[src/logic/pin_mux_pkg.sv]
package pin_mux_pkg;

  // ----------------------------------------------------------------
  // Pin indices in the eight-pin vector
  // ----------------------------------------------------------------
  localparam int PIN_COUNT = 8;
  localparam int IDX_A0 = 0;
  localparam int IDX_A3 = 1;
  localparam int IDX_A4 = 2;
  localparam int IDX_A5 = 3;
  localparam int IDX_A6 = 4;
  localparam int IDX_A7 = 5;
  localparam int IDX_B6 = 6;
  localparam int IDX_B7 = 7;

  // ----------------------------------------------------------------
  // Register byte offsets
  // ----------------------------------------------------------------
  localparam logic [7:0] OFS_DATA = 8'h00;
  localparam logic [7:0] OFS_DIR = 8'h04;
  localparam logic [7:0] OFS_PULLUP = 8'h08;
  localparam logic [7:0] OFS_DIGIN = 8'h0C;
  localparam logic [7:0] OFS_ALTSEL = 8'h10;
  localparam logic [7:0] OFS_EDGE = 8'h14;
  localparam logic [7:0] OFS_PINSTATE = 8'h18;
  localparam logic [7:0] OFS_IRQ_STATUS = 8'h1C;
  localparam logic [7:0] OFS_IRQ_MASK = 8'h20;

  // ----------------------------------------------------------------
  // Alternate select bit positions
  // ----------------------------------------------------------------
  localparam int ALT_CRYSTAL = 0;
  localparam int ALT_EXT_RESET = 1;
  localparam int ALT_COMP_OUT = 2;
  localparam int ALT_PWM2_A3 = 3;
  localparam int ALT_PWM3_B6 = 4;
  localparam int ALT_PWM3_B7 = 5;
  localparam int ALT_IRQ1_ALT = 6;
  localparam int ALT_PULLDOWN_B6 = 7;

  // ----------------------------------------------------------------
  // Edge select and status bit positions
  // ----------------------------------------------------------------
  localparam int EDGE_IRQ0_RISE = 0;
  localparam int EDGE_IRQ0_FALL = 1;
  localparam int EDGE_IRQ1_RISE = 2;
  localparam int EDGE_IRQ1_FALL = 3;
  localparam int STAT_IRQ0 = 0;
  localparam int STAT_IRQ1 = 1;
  localparam int STAT_WAKE = 2;
  localparam int STAT_WIDTH = 3;

  // ----------------------------------------------------------------
  // Reset values
  // ----------------------------------------------------------------
  localparam logic [7:0] RST_DATA = 8'h00;
  localparam logic [7:0] RST_DIR = 8'h00;
  localparam logic [7:0] RST_PULLUP = 8'h00;
  localparam logic [7:0] RST_DIGIN = 8'hFF;
  localparam logic [7:0] RST_ALTSEL = 8'h00;
  localparam logic [3:0] RST_EDGE = 4'h3;
  localparam logic [2:0] RST_MASK = 3'h0;
  localparam logic [1:0] SYNC_SETTLE = 2'h3;

endpackage

[src/logic/pin_sync.sv]
`timescale 1ns/10ps
`default_nettype none
module pin_sync #(
  parameter int WIDTH = 8
) (
  input wire logic clk,
  input wire logic rst,
  input wire logic [WIDTH-1:0] async_in,
  output logic [WIDTH-1:0] sync_out
);

  typedef struct packed {
    logic [WIDTH-1:0] first_r;
    logic [WIDTH-1:0] second_r;
  } sync_state_type;

  sync_state_type st_r;
  sync_state_type st_nxt;

  always_comb
  begin
    st_nxt.first_r = async_in;
    st_nxt.second_r = st_r.first_r;
  end

  always_ff @(posedge clk)
  begin
    if (rst)
    begin
      st_r <= '0;
    end
    else
    begin
      st_r <= st_nxt;
    end
  end

  assign sync_out = st_r.second_r;

endmodule
`default_nettype wire

[src/logic/edge_detect.sv]
`timescale 1ns/10ps
`default_nettype none
module edge_detect (
  input wire logic clk,
  input wire logic rst,
  input wire logic level_in,
  input wire logic rise_en,
  input wire logic fall_en,
  output logic edge_pulse
);

  typedef struct packed {
    logic prev_r;
  } edge_state_type;

  edge_state_type st_r;
  edge_state_type st_nxt;

  always_comb
  begin
    st_nxt.prev_r = level_in;
  end

  always_ff @(posedge clk)
  begin
    if (rst)
    begin
      st_r <= '0;
    end
    else
    begin
      st_r <= st_nxt;
    end
  end

  assign edge_pulse = (rise_en & level_in & ~st_r.prev_r) | (fall_en & ~level_in & st_r.prev_r);

endmodule
`default_nettype wire

[src/logic/port_pin_function_mux.sv]
// Summary of operation
// - Each general pin is a software-chosen digital input or push-pull output with optional pull-up.
// - Port A bit 5 is input or open-drain output with pull-up, or else the hardware reset input.
// - A cleared digital-input-enable bit turns off the input buffer and blocks wake-up from that pin.
// - Port A bits 7 and 6 carry crystal in and out while the crystal is selected.
// - Clearing port A bit 0 input enable stops that pin waking the device from power-down.
// - Interrupt pins port A bit 0 and bit 4 request on rising or falling edges chosen by register.
// - Port A bit 4 may replace the primary pin as source of external interrupt line one.
// - Comparator inputs come from A4, A3, B6, B7, and A0 carries the comparator output.
// - ADC channels 9, 8, 10, 7 and 6 come from A4, A3, A0, B7 and B6.
// - Port A bit 3 can output timer two PWM and port B bits 7 and 6 timer three PWM.
// - Port B bit 6 offers a selectable pull-down as well as the pull-up.
`timescale 1ns/10ps
`default_nettype none
module port_pin_function_mux (
  input wire logic clk,
  input wire logic rst,
  input wire logic [31:0] s_axi_awaddr,
  input wire logic s_axi_awvalid,
  output logic s_axi_awready,
  input wire logic [31:0] s_axi_wdata,
  input wire logic [3:0] s_axi_wstrb,
  input wire logic s_axi_wvalid,
  output logic s_axi_wready,
  output logic [1:0] s_axi_bresp,
  output logic s_axi_bvalid,
  input wire logic s_axi_bready,
  input wire logic [31:0] s_axi_araddr,
  input wire logic s_axi_arvalid,
  output logic s_axi_arready,
  output logic [31:0] s_axi_rdata,
  output logic [1:0] s_axi_rresp,
  output logic s_axi_rvalid,
  input wire logic s_axi_rready,
  input wire logic [7:0] pin_in,
  output logic [7:0] pin_out,
  output logic [7:0] pin_oe,
  output logic [7:0] pin_pullup,
  output logic pulldown_b6,
  output logic [7:0] input_buf_en,
  input wire logic comparator_out,
  input wire logic timer_two_pwm_out,
  input wire logic timer_three_pwm_out,
  output logic crystal_sel,
  output logic crystal_in_pin,
  output logic crystal_out_en,
  output logic external_reset_pin,
  output logic ext_irq_line_zero,
  output logic ext_irq_line_one_alt,
  output logic [2:0] ext_irq_edge,
  output logic [4:0] adc_input_sel,
  output logic [5:0] comparator_route_sel,
  input wire logic sleep_mode,
  output logic wake_request,
  output logic irq
);

  // ----------------------------------------------------------------
  // State
  // ----------------------------------------------------------------
  typedef struct packed {
    logic [7:0] data_r;
    logic [7:0] dir_r;
    logic [7:0] pullup_r;
    logic [7:0] digin_r;
    logic [7:0] altsel_r;
    logic [3:0] edge_r;
    logic [2:0] status_r;
    logic [2:0] mask_r;
    logic [7:0] prev_pins_r;
    logic [1:0] warm_r;
    logic bvalid_r;
    logic rvalid_r;
    logic [1:0] bresp_r;
    logic [1:0] rresp_r;
    logic [31:0] rdata_r;
  } mux_state_type;

  mux_state_type st_r;
  mux_state_type st_nxt;
  logic [7:0] pins_sync;
  logic [7:0] pins_gated;
  logic irq0_edge;
  logic irq1_edge;
  logic irq1_src;
  logic wake_edge;
  logic wr_go;
  logic rd_go;

  pin_sync #(
    .WIDTH(pin_mux_pkg::PIN_COUNT)
  ) u_sync (
    .clk(clk),
    .rst(rst),
    .async_in(pin_in),
    .sync_out(pins_sync)
  );

  // ----------------------------------------------------------------
  // Input gating and interrupt edges
  // ----------------------------------------------------------------
  assign pins_gated = pins_sync & st_r.digin_r;
  assign irq1_src = pins_gated[pin_mux_pkg::IDX_A4];

  edge_detect u_edge0 (
    .clk(clk),
    .rst(rst),
    .level_in(pins_gated[pin_mux_pkg::IDX_A0]),
    .rise_en(st_r.edge_r[pin_mux_pkg::EDGE_IRQ0_RISE]),
    .fall_en(st_r.edge_r[pin_mux_pkg::EDGE_IRQ0_FALL]),
    .edge_pulse(irq0_edge)
  );

  edge_detect u_edge1 (
    .clk(clk),
    .rst(rst),
    .level_in(irq1_src),
    .rise_en(st_r.edge_r[pin_mux_pkg::EDGE_IRQ1_RISE]),
    .fall_en(st_r.edge_r[pin_mux_pkg::EDGE_IRQ1_FALL]),
    .edge_pulse(irq1_edge)
  );

  // Wake only from pins whose input buffer is on; toggling a gated pin is invisible
  assign wake_edge = sleep_mode && ((pins_gated ^ st_r.prev_pins_r) != 8'h00);
  assign wr_go = s_axi_awvalid && s_axi_wvalid && !st_r.bvalid_r;
  assign rd_go = s_axi_arvalid && !st_r.rvalid_r;

  // ----------------------------------------------------------------
  // Register file and bus
  // ----------------------------------------------------------------
  always_comb
  begin
    logic [7:0] wa;
    logic [7:0] ra;
    logic [2:0] events;
    wa = s_axi_awaddr[7:0];
    ra = s_axi_araddr[7:0];
    st_nxt = st_r;
    st_nxt.prev_pins_r = pins_gated;
    events = 3'h0;
    events[pin_mux_pkg::STAT_IRQ0] = irq0_edge;
    events[pin_mux_pkg::STAT_IRQ1] = irq1_edge & st_r.altsel_r[pin_mux_pkg::ALT_IRQ1_ALT];
    events[pin_mux_pkg::STAT_WAKE] = wake_edge;
    // Synchroniser reads 0 until it fills, so a pad held high would look like a fresh edge
    if (st_r.warm_r != pin_mux_pkg::SYNC_SETTLE)
    begin
      st_nxt.warm_r = st_r.warm_r + 2'h1;
      events = 3'h0;
    end
    if (st_r.bvalid_r && s_axi_bready)
    begin
      st_nxt.bvalid_r = 1'b0;
    end
    if (st_r.rvalid_r && s_axi_rready)
    begin
      st_nxt.rvalid_r = 1'b0;
    end
    if (wr_go)
    begin
      st_nxt.bvalid_r = 1'b1;
      st_nxt.bresp_r = 2'h0;
      if (s_axi_wstrb[0])
      begin
        unique case (wa)
          pin_mux_pkg::OFS_DATA: st_nxt.data_r = s_axi_wdata[7:0];
          pin_mux_pkg::OFS_DIR: st_nxt.dir_r = s_axi_wdata[7:0];
          pin_mux_pkg::OFS_PULLUP: st_nxt.pullup_r = s_axi_wdata[7:0];
          pin_mux_pkg::OFS_DIGIN: st_nxt.digin_r = s_axi_wdata[7:0];
          pin_mux_pkg::OFS_ALTSEL: st_nxt.altsel_r = s_axi_wdata[7:0];
          pin_mux_pkg::OFS_EDGE: st_nxt.edge_r = s_axi_wdata[3:0];
          pin_mux_pkg::OFS_IRQ_STATUS: st_nxt.status_r = st_r.status_r & ~s_axi_wdata[2:0];
          pin_mux_pkg::OFS_IRQ_MASK: st_nxt.mask_r = s_axi_wdata[2:0];
          pin_mux_pkg::OFS_PINSTATE: st_nxt.bresp_r = 2'h0;
          default: st_nxt.bresp_r = 2'h2;
        endcase
      end
    end
    // Set beats clear so an edge in the clearing cycle is kept
    st_nxt.status_r = st_nxt.status_r | events;
    if (rd_go)
    begin
      st_nxt.rvalid_r = 1'b1;
      st_nxt.rresp_r = 2'h0;
      st_nxt.rdata_r = 32'h0000_0000;
      unique case (ra)
        pin_mux_pkg::OFS_DATA: st_nxt.rdata_r[7:0] = st_r.data_r;
        pin_mux_pkg::OFS_DIR: st_nxt.rdata_r[7:0] = st_r.dir_r;
        pin_mux_pkg::OFS_PULLUP: st_nxt.rdata_r[7:0] = st_r.pullup_r;
        pin_mux_pkg::OFS_DIGIN: st_nxt.rdata_r[7:0] = st_r.digin_r;
        pin_mux_pkg::OFS_ALTSEL: st_nxt.rdata_r[7:0] = st_r.altsel_r;
        pin_mux_pkg::OFS_EDGE: st_nxt.rdata_r[3:0] = st_r.edge_r;
        pin_mux_pkg::OFS_PINSTATE: st_nxt.rdata_r[7:0] = pins_gated;
        pin_mux_pkg::OFS_IRQ_STATUS: st_nxt.rdata_r[2:0] = st_r.status_r;
        pin_mux_pkg::OFS_IRQ_MASK: st_nxt.rdata_r[2:0] = st_r.mask_r;
        default: st_nxt.rresp_r = 2'h2;
      endcase
    end
  end

  always_ff @(posedge clk)
  begin
    if (rst)
    begin
      st_r <= '0;
      st_r.data_r <= pin_mux_pkg::RST_DATA;
      st_r.dir_r <= pin_mux_pkg::RST_DIR;
      st_r.pullup_r <= pin_mux_pkg::RST_PULLUP;
      st_r.digin_r <= pin_mux_pkg::RST_DIGIN;
      st_r.altsel_r <= pin_mux_pkg::RST_ALTSEL;
      st_r.edge_r <= pin_mux_pkg::RST_EDGE;
      st_r.mask_r <= pin_mux_pkg::RST_MASK;
    end
    else
    begin
      st_r <= st_nxt;
    end
  end

  assign s_axi_awready = wr_go;
  assign s_axi_wready = wr_go;
  assign s_axi_bvalid = st_r.bvalid_r;
  assign s_axi_bresp = st_r.bresp_r;
  assign s_axi_arready = rd_go;
  assign s_axi_rvalid = st_r.rvalid_r;
  assign s_axi_rresp = st_r.rresp_r;
  assign s_axi_rdata = st_r.rdata_r;
  assign irq = (st_r.status_r & st_r.mask_r) != 3'h0;
  assign wake_request = st_r.status_r[pin_mux_pkg::STAT_WAKE];

  // ----------------------------------------------------------------
  // Pad drive
  // ----------------------------------------------------------------
  always_comb
  begin
    logic [7:0] val;
    logic [7:0] oe;
    val = st_r.data_r;
    oe = st_r.dir_r;
    if (st_r.altsel_r[pin_mux_pkg::ALT_COMP_OUT])
    begin
      val[pin_mux_pkg::IDX_A0] = comparator_out;
      oe[pin_mux_pkg::IDX_A0] = 1'b1;
    end
    if (st_r.altsel_r[pin_mux_pkg::ALT_PWM2_A3])
    begin
      val[pin_mux_pkg::IDX_A3] = timer_two_pwm_out;
      oe[pin_mux_pkg::IDX_A3] = 1'b1;
    end
    if (st_r.altsel_r[pin_mux_pkg::ALT_PWM3_B6])
    begin
      val[pin_mux_pkg::IDX_B6] = timer_three_pwm_out;
      oe[pin_mux_pkg::IDX_B6] = 1'b1;
    end
    if (st_r.altsel_r[pin_mux_pkg::ALT_PWM3_B7])
    begin
      val[pin_mux_pkg::IDX_B7] = timer_three_pwm_out;
      oe[pin_mux_pkg::IDX_B7] = 1'b1;
    end
    // Open drain: enable only while pulling low
    oe[pin_mux_pkg::IDX_A5] = st_r.dir_r[pin_mux_pkg::IDX_A5] & ~st_r.data_r[pin_mux_pkg::IDX_A5]
      & ~st_r.altsel_r[pin_mux_pkg::ALT_EXT_RESET];
    val[pin_mux_pkg::IDX_A5] = 1'b0;
    if (st_r.altsel_r[pin_mux_pkg::ALT_CRYSTAL])
    begin
      oe[pin_mux_pkg::IDX_A7] = 1'b0;
      oe[pin_mux_pkg::IDX_A6] = 1'b0;
    end
    pin_out = val;
    pin_oe = oe;
  end

  assign pin_pullup = st_r.pullup_r;
  assign pulldown_b6 = st_r.altsel_r[pin_mux_pkg::ALT_PULLDOWN_B6];
  assign input_buf_en = st_r.digin_r;
  assign crystal_sel = st_r.altsel_r[pin_mux_pkg::ALT_CRYSTAL];
  // Crystal path is analog; this only feeds the clock block with the synchronised pad level, not gated by its input enable
  assign crystal_in_pin = st_r.altsel_r[pin_mux_pkg::ALT_CRYSTAL] & pins_sync[pin_mux_pkg::IDX_A7];
  assign crystal_out_en = st_r.altsel_r[pin_mux_pkg::ALT_CRYSTAL];
  assign external_reset_pin = st_r.altsel_r[pin_mux_pkg::ALT_EXT_RESET]
    & ~pins_sync[pin_mux_pkg::IDX_A5];
  assign ext_irq_line_zero = pins_gated[pin_mux_pkg::IDX_A0];
  assign ext_irq_line_one_alt = st_r.altsel_r[pin_mux_pkg::ALT_IRQ1_ALT] & irq1_src;
  assign ext_irq_edge = {st_r.status_r[pin_mux_pkg::STAT_IRQ1],
    st_r.status_r[pin_mux_pkg::STAT_IRQ0], irq0_edge | irq1_edge};
  // ADC: {A0 ch10, A4 ch9, A3 ch8, B7 ch7, B6 ch6}, tied active when the pin is not a digital input
  assign adc_input_sel = ~{st_r.digin_r[pin_mux_pkg::IDX_A0], st_r.digin_r[pin_mux_pkg::IDX_A4],
    st_r.digin_r[pin_mux_pkg::IDX_A3], st_r.digin_r[pin_mux_pkg::IDX_B7],
    st_r.digin_r[pin_mux_pkg::IDX_B6]};
  // Comparator: {plus A4, minus0 A3, minus1 A4, minus4 B6, minus5 B7, out A0}
  assign comparator_route_sel = {~st_r.digin_r[pin_mux_pkg::IDX_A4],
    ~st_r.digin_r[pin_mux_pkg::IDX_A3], ~st_r.digin_r[pin_mux_pkg::IDX_A4],
    ~st_r.digin_r[pin_mux_pkg::IDX_B6], ~st_r.digin_r[pin_mux_pkg::IDX_B7],
    st_r.altsel_r[pin_mux_pkg::ALT_COMP_OUT]};
endmodule
`default_nettype wire

[config.mk]
export PLATFORM = sky130hd
export DESIGN_NAME = port_pin_function_mux
export DESIGN_NICKNAME = d
export VERILOG_FILES = /design/src/logic/pin_mux_pkg.sv /design/src/logic/pin_sync.sv /design/src/logic/edge_detect.sv /design/src/logic/port_pin_function_mux.sv
export SDC_FILE = /design/constraint.sdc
export NUM_CORES = 1
export LEC_CHECK = 0
export BUFFER_PORTS_ARGS = -buffer_cell sky130_fd_sc_hd__buf_4
export CAP_MARGIN = 20
export CORE_UTILIZATION = 51
export CTS_CLUSTER_SIZE = 40
export DETAILED_ROUTE_END_ITERATION = 7
export GPL_TIMING_DRIVEN = 0
export PLACE_DENSITY = 0.89
export SYNTH_ARGS = -nofsm -noshare
export SYNTH_HDL_FRONTEND = slang
export SYNTH_SLANG_ARGS = --single-unit
[constraint.sdc]
create_clock -name clk -period 3.7 [get_ports clk]
set_clock_uncertainty 0.05 [all_clocks]
set_input_delay 1.11 -clock clk [delete_from_list [all_inputs] [get_ports clk]]
set_output_delay 1.11 -clock clk [all_outputs]
set_load 0.005 [all_outputs]
After elaboration in Yosys (flattened, before gate mapping)
Cells that the tools add are included.
- bitwise gates (word level): 35
- $add $sub $neg: 1
- reduce and logical (&&, ||, !) cells: 23
- eq/ne operators: 17
- multiplexer cells: 24
- operator list (kind ; number):
    8-bit by 5-bit == test with 1-bit output (second input constant) ; 8
    8-bit by 4-bit == test with 1-bit output (second input constant) ; 4
    3-bit case mux with 9 select lines ; 1
    4-bit case mux with 6 select lines ; 1
    3-bit AND reduction ; 7
    9-bit OR reduction ; 2
    8-bit by 3-bit == test with 1-bit output (second input constant) ; 2
    8-bit by 6-bit == test with 1-bit output (second input constant) ; 2
    8-bit logical NOT ; 2
    1-bit bitwise AND ; 14
    1-bit two-way mux ; 12
    6-bit two-way mux ; 2
    1-bit NOT ; 11
    3-bit two-way mux ; 3
    8-bit bitwise AND ; 1
    2-bit two-way mux ; 4
    8-bit nonzero test ; 1
    8-bit bitwise XOR ; 1
    1-bit case mux with 7 select lines ; 1
    3-bit bitwise AND ; 2
    1-bit logical AND ; 6
    5-bit NOT ; 1
    2-bit nonzero test ; 2
    3-bit NOT ; 1
    other kinds (6) ; 9
- output and inout bits: 96
- logic and storage cells: 119
- register bits after elaboration: 92
- bits of input ports: 119

Depth between registers and ports, before layout
Gate-level depths: netlist of the first run.
- word-level depth: 8
- gate-level depth with buffers: 6
- gate-level depth less buffers: 5

Cells and area by module
From an unflattened synthesis of the first run, not the netlist that was laid out.
- cell total of the unflattened synthesis: 503
- area total of the unflattened synthesis: 4667.0 µm²
- by module, submodules not included (module ; sequential area each (µm²) ; instances ; cells each ; area an instance (µm²)):
    port_pin_function_mux ; 1441.4 ; 1 ; 460 ; 4122.7
    pin_sync ; 320.3 ; 1 ; 33 ; 464.2
    edge_detect ; 20.0 ; 2 ; 5 ; 40.0

Worst setup path before layout of the first run
OpenSTA, ideal clock, no wires.
- path type: input-to-output
- start: input s_axi_awvalid
- end: output s_axi_wready
- arrival: 1.443 ns
- path slack: 1.097 ns
- data required time: 2.540 ns
- stages: 3
- buffers on the path: 1
- cells stage by stage: nand3b_1 -> inv_1 -> buf_4
- word-level cells in the longest chain between the ends: 2
- ends and longest elaborated chain (what ; RTL line ; RTL):
    start, declared ; port_pin_function_mux.sv:19 ; input wire logic s_axi_awvalid,
    1-bit logical AND (2 in a row) ; port_pin_function_mux.sv:125 ; assign wr_go = s_axi_awvalid && s_axi_wvalid && !st_r.bvalid_r;
    end, declared ; port_pin_function_mux.sv:24 ; output logic s_axi_wready,
No other way between the ends.

Worst setup path after layout of the first run
- start: input s_axi_arvalid
- end: output s_axi_arready
- word-level cells in the longest chain between the ends: 1
- ends and longest elaborated chain (what ; RTL line ; RTL):
    start, declared ; port_pin_function_mux.sv:29 ; input wire logic s_axi_arvalid,
    1-bit logical AND ; port_pin_function_mux.sv:126 ; assign rd_go = s_axi_arvalid && !st_r.rvalid_r;
    end, declared ; port_pin_function_mux.sv:30 ; output logic s_axi_arready,
No other way between the ends.

==> results of run 1 <==
per-stage QoR:
stage	total power [uW]	instance area [um^2]	instances	hold WS (ns)
2_1_floorplan	1126	4722	563	0.3638
3_3_place_gp	1218	5683	781	0.3680
3_5_place_dp	1224	5683	781	0.3764
4_1_cts	1893	5888	797	0.3974
5_1_grt	1960	5888	797	0.4106
6_report	1898	5888	797	0.3941
worst max-delay path by stage:
stage                       start  slack [ns]            end  depth (start not counted)
floorplan           s_axi_awvalid        1.10   s_axi_wready                          3
global placement    s_axi_arvalid        0.66  s_axi_arready                          4
detailed placement  s_axi_arvalid        0.69  s_axi_arready                          4
CTS                 s_axi_arvalid        0.69  s_axi_arready                          4
global route        s_axi_arvalid        0.62  s_axi_arready                          4
finish              s_axi_arvalid        0.68  s_axi_arready                          4
power groups by stage:
stage	registers (uW)	clock network [uW]	logic, uW
detailed placement	1000	0	222
finish	980	691	227
global route	982	734	244
global placement	1000	0	218
CTS	980	690	223
floorplan	998	0	127
routing by layer:
metal	track usage, %	up-vias
met2	44.91	288
met5	0	-
met3	6.547	36
met4	14.25	0
met1	35.87	2144
li1	-	2103
kinds of logic (layout without fill, tap and decap cells):
| group | after synthesis | after routing | synth area share [%] |
|---|---|---|---|
| AOI/OAI and AO/OA | 126 | 126 | 16.80 |
| xor gates and xnor gates | 1 | 1 | 0.1894 |
| buffers and inverters | 112 | 238 | 14.91 |
| DFF | 88 | 88 | 38.10 |
| muxes | 27 | 27 | 7.386 |
| adders and majority gates | 1 | 1 | 0.2705 |
| and+or+nand+nor | 181 | 181 | 22.27 |
| other | 1 | 27 | 0.08109 |
flip-flops by register name, summed over array words and instances (netlist names):
register and flops:
pulldown_b6 1, pin_pullup 8, ext_irq_edge 2, wake_request 1, s_axi_bvalid 1, u_sync.st_nxt 8, pin_oe 1, crystal_out_en 1
u_sync.sync_out 8, input_buf_en 8, s_axi_bresp 1, pin_out 3, s_axi_rdata 8, s_axi_rresp 1, st_r 34, comparator_route_sel 1
s_axi_rvalid 1
final cells by class:
| type | count | area (um^2) | area share, % |
|---|---|---|---|
| Buffer | 93 | 618.1 | 10.50 |
| Clock buffer | 11 | 141.4 | 2.401 |
| Clock inverter | 5 | 63.81 | 1.084 |
| Inverter | 19 | 71.32 | 1.211 |
| Multi-Input combinational cell | 363 | 2271 | 38.57 |
| Sequential cell | 88 | 1762 | 29.92 |
| Tap cell | 108 | 135.1 | 2.295 |
| Timing Repair Buffer | 110 | 825.8 | 14.02 |
layout by cell type, fill, tap and decap left out, drive strengths merged, types with 8 or more instances in the layout:
master / instances
o21ai: 34
and3: 13
nor2: 38
nor2b: 26
nand3: 36
and2: 8
a21oi: 46
dfxtp: 88
clkbuf: 27
inv: 19
conb: 27
nand4: 8
nand2: 19
buf: 187
a211o: 11
mux2i: 15
==> results.sh, run 1 <==
export IMPL_status="completed"
export IMPL_cts_tree="done"
export IMPL_clkTransAtPathRegs_ns=0.08
export IMPL_required_ns=2.54
export IMPL_endpoint_kind="output pin"
export IMPL_ctsHoldBuffers=0
export IMPL_synth_async_reset_ratio_pct=0
export IMPL_route_met2_wl_um=6384
export IMPL_fin_ws_ns=0.6779
export IMPL_postCtsSetupRepairBufs=0
export IMPL_critPathSlowestCell="clkinv_1"
export IMPL_drcViolationCount=0
export IMPL_maxCapViolCount=0
export IMPL_synthTopCellsByArea="dfxtp_1 38%, buf_4 11%, a21oi_1 5.0%, nand3_1 3.9%, o21ai_0 3.7%"
export IMPL_grt_usage_pct=28.23
export IMPL_worst_path_max_fanout=9
export IMPL_ys_dominant_reg_cell="dfxtp_1"
export IMPL_pre_cts_ws_ns=0.6946
export IMPL_drt_initial_drc_count=363
export IMPL_fill_cells=738
export IMPL_wl_per_cell_um=17.13
export IMPL_rrSetupSlack_ns=1.88
export IMPL_grt_max_degree=16
export IMPL_first_global_vias=4148
export IMPL_worstSetupPathType="in -> out"
export IMPL_holdPathStages=1
export IMPL_io_pins=215
export IMPL_cp_cell_sequence="buf_4 -> nand2b_1 -> clkinv_1 -> buf_4"
export IMPL_dr_max_layer_used="met4"
export IMPL_cts_root_buf="clkbuf_8"
export IMPL_max_slew_worst_pin_slew_ns=0.7791
export IMPL_port_buffers=110
export IMPL_initial_utilization_pct=52.77
export IMPL_htreeDepth=3
export IMPL_drive_gt1_share_pct=32.22
export IMPL_dieHeight_um=97.23
export IMPL_nNetsFinal=804
export IMPL_max_stage_delay_ns=0.27
export IMPL_worstPathArrival_ns=1.86
export IMPL_yosysSeqAreaShare_pct=38.10
export IMPL_core_area_mm2=0.008763
export IMPL_p_leak_uw=0.002749
export IMPL_fp_dieW_um=97.23
export IMPL_min_delay_start="u_sync.st_nxt[3]"
export IMPL_syn_cell_area_mm2=0.004624
export IMPL_synth_top_area_share_pct=38.10
export IMPL_rows=34
export IMPL_ys_ff_latch=88
export IMPL_switching_share_pct=25.78
export IMPL_slew_violations=0
export IMPL_netlist_instances=537
export IMPL_fin_setup_tns_ns=0
export IMPL_crit_top_cell="buf_4"
export IMPL_ys_warn_count=0
export IMPL_worstSkewPairLatency_ns=0.37
export IMPL_share_comb_of_total_power_pct=12.0
export IMPL_post_route_min_period_ns=3.022
export IMPL_die_area_mm2=0.009453
export IMPL_reg2reg_depth=5
export IMPL_grt_ovfl_total=0
export IMPL_antenna_found_initial=0
export IMPL_via_per_inst=5.735
export IMPL_maxSlewHeadroom_pct=48.06
export IMPL_vias=4571
export IMPL_fmax_ghz=0.3309
export IMPL_period_share_pct=81.68
export IMPL_rr_startpoint="s_axi_bvalid"
export IMPL_setup_viol=0
export IMPL_synth_edf_count=0
export IMPL_worstReg2RegEnd="input_buf_en[5]"
export IMPL_clock_sinks=88
export IMPL_p_per_area_mw_per_mm2=322.4
export IMPL_ir_drop_mv=0.1776
export IMPL_cts_buffers=9
export IMPL_hold_viol=0
export IMPL_diodes=0
export IMPL_ctsResizeCount=0
export IMPL_min_to="u_sync.sync_out[3]"
export IMPL_critPathTopFamily="buffers and inverters"
export IMPL_drt_pass1_iter_count=5
export IMPL_p_int_uw=1409
export IMPL_rsz0062_at_grt="false"
export IMPL_wl_met1_um=5460
export IMPL_start_kind="primary input"
export IMPL_wl_met3_um=1298
export IMPL_synthTopCellsByCount="88 x dfxtp_1, 70 x buf_4, 46 x a21oi_1, 38 x nor2_1, 36 x nand3_1"
export IMPL_cts_buffer_depth=2
export IMPL_syn_to_final_growth_pct=27.33
export IMPL_synth_largest_area_cell="dfxtp_1"
export IMPL_place_congestion=0.9390
export IMPL_ant_nets=0
export IMPL_min_path_type="reg -> reg"
export IMPL_utilization_pct=67.19
export IMPL_yosysUniqueCellTypes=56
export IMPL_clock_power_share_pct=36.4
export IMPL_totalWireLength_um=13650
export IMPL_grt_first_pass_wirelength_um=21070
export IMPL_yosys_cell_count_top_type="dfxtp_1"
export IMPL_switching_power_uw=489.5
export IMPL_synth_avg_cell_area_um2=8.612
export IMPL_place_hpwl_um=10380
export IMPL_worst_path_buf_inv=3
export IMPL_seqPwrFrac_pct=51.6
Note: power is estimated with default switching activity, not from simulation.
==> run 2: changes to the inputs <==
--- a/config.mk
+++ b/config.mk
@@ -5,13 +5,14 @@
 export SDC_FILE = /design/constraint.sdc
 export NUM_CORES = 1
 export LEC_CHECK = 0
+export ABC_AREA = 1
 export BUFFER_PORTS_ARGS = -buffer_cell sky130_fd_sc_hd__buf_4
 export CAP_MARGIN = 20
-export CORE_UTILIZATION = 51
+export CORE_UTILIZATION = 47
 export CTS_CLUSTER_SIZE = 40
 export DETAILED_ROUTE_END_ITERATION = 7
 export GPL_TIMING_DRIVEN = 0
-export PLACE_DENSITY = 0.89
+export PLACE_DENSITY = 0.84
 export SYNTH_ARGS = -nofsm -noshare
 export SYNTH_HDL_FRONTEND = slang
 export SYNTH_SLANG_ARGS = --single-unit
==> constraint.sdc (replaced) <==
create_clock -name clk -period 3.1 [get_ports clk]
set_clock_uncertainty 0.05 [all_clocks]
set_input_delay 0.93 -clock clk [delete_from_list [all_inputs] [get_ports clk]]
set_output_delay 0.93 -clock clk [all_outputs]
set_load 0.005 [all_outputs]
==> results.sh, run 2 <==
export IMPL_p_per_area_mw_per_mm2=402.0
export IMPL_synth_edf_count=0
export IMPL_netlist_instances=612
export IMPL_endpoint_kind="output pin"
export IMPL_place_area_mm2=0.005685
export IMPL_grt_first_pass_wirelength_um=19600
export IMPL_grt_usage_pct=25.29
export IMPL_clkTransAtPathRegs_ns=0.09
export IMPL_core_area_mm2=0.009371
export IMPL_p_leak_uw=0.002985
export IMPL_reg2reg_depth=7
export IMPL_ctsHoldBuffers=0
export IMPL_start_kind="primary input"
export IMPL_drt_initial_drc_count=296
export IMPL_max_slew_worst_pin_slew_ns=0.6713
export IMPL_worst_path_max_fanout=10
export IMPL_cts_root_buf="clkbuf_8"
export IMPL_cts_buffer_depth=2
export IMPL_required_ns=2.12
export IMPL_worstSkewPairLatency_ns=0.35
export IMPL_fp_dieW_um=100.9
export IMPL_syn_cell_area_mm2=0.004593
export IMPL_min_to="u_sync.sync_out[1]"
export IMPL_ys_ff_latch=88
export IMPL_place_hpwl_um=10050
export IMPL_synth_avg_cell_area_um2=7.505
export IMPL_setup_viol=0
export IMPL_initial_utilization_pct=49.01
export IMPL_grt_ovfl_total=0
export IMPL_post_route_min_period_ns=2.984
export IMPL_status="completed"
export IMPL_ant_nets=0
export IMPL_rows=35
export IMPL_worstReg2RegEnd="pin_pullup[0]"
export IMPL_ys_dominant_reg_cell="dfxtp_1"
export IMPL_diodes=0
export IMPL_holdPathStages=2
export IMPL_ys_warn_count=0
export IMPL_antenna_found_initial=0
export IMPL_fin_setup_tns_ns=0
export IMPL_min_delay_start="u_sync.st_nxt[1]"
export IMPL_nNetsFinal=880
export IMPL_drive_gt1_share_pct=31.68
export IMPL_cts_tree="done"
export IMPL_synthTopCellsByCount="90 x nand2_1, 88 x dfxtp_1, 87 x nor2_1, 73 x inv_1, 69 x buf_4"
export IMPL_htreeDepth=3
export IMPL_yosys_cell_count_top_type="nand2_1"
export IMPL_yosysSeqAreaShare_pct=38.35
export IMPL_fin_cells=893
export IMPL_min_path_type="reg -> reg"
export IMPL_io_pins=215
export IMPL_rr_startpoint="s_axi_bvalid"
export IMPL_postCtsSetupRepairBufs=0
export IMPL_maxSlewHeadroom_pct=55.24
export IMPL_ir_drop_mv=0.2438
export IMPL_yosysUniqueCellTypes=40
export IMPL_worstSetupPathType="in -> out"
export IMPL_stdcell_area_mm2=0.005926
export IMPL_synth_largest_area_cell="dfxtp_1"
export IMPL_largest_register_ffs=34
export IMPL_total_power_uw=2382
export IMPL_totalWireLength_um=12630
export IMPL_layout_common_cells="180 x buf_4, 90 x nand2_1, 88 x dfxtp_1"
export IMPL_cp_startpoint="s_axi_arvalid"
export IMPL_vias=4358
export IMPL_dieHeight_um=100.9
export IMPL_layout_commonest_cell="buf_4"
export IMPL_drcViolationCount=0
export IMPL_port_buffers=111
export IMPL_rrSetupSlack_ns=1.47
export IMPL_slew_violations=0
export IMPL_place_congestion=0.8940
export IMPL_clock_sinks=88
export IMPL_synth_async_reset_ratio_pct=0
export IMPL_regMostFlops="st_r"
export IMPL_period_share_pct=96.26
export IMPL_hold_viol=0
export IMPL_synth_top_area_share_pct=38.35
export IMPL_rsz0062_at_grt="false"
export IMPL_via_per_inst=4.880
export IMPL_wl_per_cell_um=14.15
export IMPL_synthTopCellsByArea="dfxtp_1 38%, buf_4 11%, nand2_1 7.4%, nor2_1 7.1%, inv_1 6.0%"
export IMPL_fmax_ghz=0.3351
export IMPL_grt_max_degree=16
export IMPL_worstPathArrival_ns=2.00
export IMPL_maxCapViolCount=0
export IMPL_first_global_vias=3948
export IMPL_dp_cells=878
export IMPL_syn_to_final_growth_pct=29.01
export IMPL_die_area_mm2=0.01017
export IMPL_cts_buffers=9
export IMPL_ctsResizeCount=0
export IMPL_drt_pass1_iter_count=4
## run 2: power by group
part,internal [uW],leakage [uW],total [uW],switching (uW)
clock,537,0.000120,959,423
sequential,1160,0.000715,1170,14.1
combinational,114,0.00215,253,140
## run 2: area by class of cell
cell class                 instances  area [um^2]
buffer                            82        586.8
clock buffer                       9        123.9
clock inverter                     6        116.4
fill                             871         3446
inverter                          79        301.5
multi-input combinational        389         2041
sequential                        88         1762
tap                              129        161.4
timing repair buffer             111        833.3
## run 2: metal layers
metal	GRT usage [%]	wire, um	vias to the layer above	share of wire [%]
met4	7.135	219	0	1.7
li1	-	-	2167	-
met1	32.04	5371	1988	43
met2	44.05	6194	183	49
met5	0	0	-	0
met3	4.438	848	20	6.7
## run 2: how the worst max path moves through the flow
stage                          endpoint  slack [ns]  depth (start not counted)
after floorplan           s_axi_arready        0.68                          3
after detailed placement  s_axi_arready        0.14                          5
after global placement    s_axi_arready        0.11                          5
final                     s_axi_arready        0.12                          5
after CTS                 s_axi_arready        0.12                          5
after global routing      s_axi_arready        0.03                          5
## run 2: logic make-up after synthesis
group,count (synthesis),synth area share [%]
other,1,0.08164
adders and majority gates,1,0.2724
and+or+nand+nor,241,24.90
xor gates and xnor gates,6,1.144
DFF,88,38.35
AOI/OAI and AO/OA,112,15.42
muxes,2,0.4903
buffers and inverters,161,19.34
## run 2: critical path, stage by stage
cell	delay, ns
buf_4	0.07
inv_1	0.03
nor2_1	0.35
clkbuf_1	0.42
buf_4	0.20
## run 2: stage by stage
step	utilization (%)	setup WS (ns)	hold slack, ns
after floorplan	-	0.6814	0.3383
after global placement	60.67	0.1103	0.3420
after detailed placement	60.67	0.1444	0.3454
after CTS	63.23	0.1240	0.3522
after global routing	63.23	0.02513	0.3802
final	63.23	0.1159	0.3521
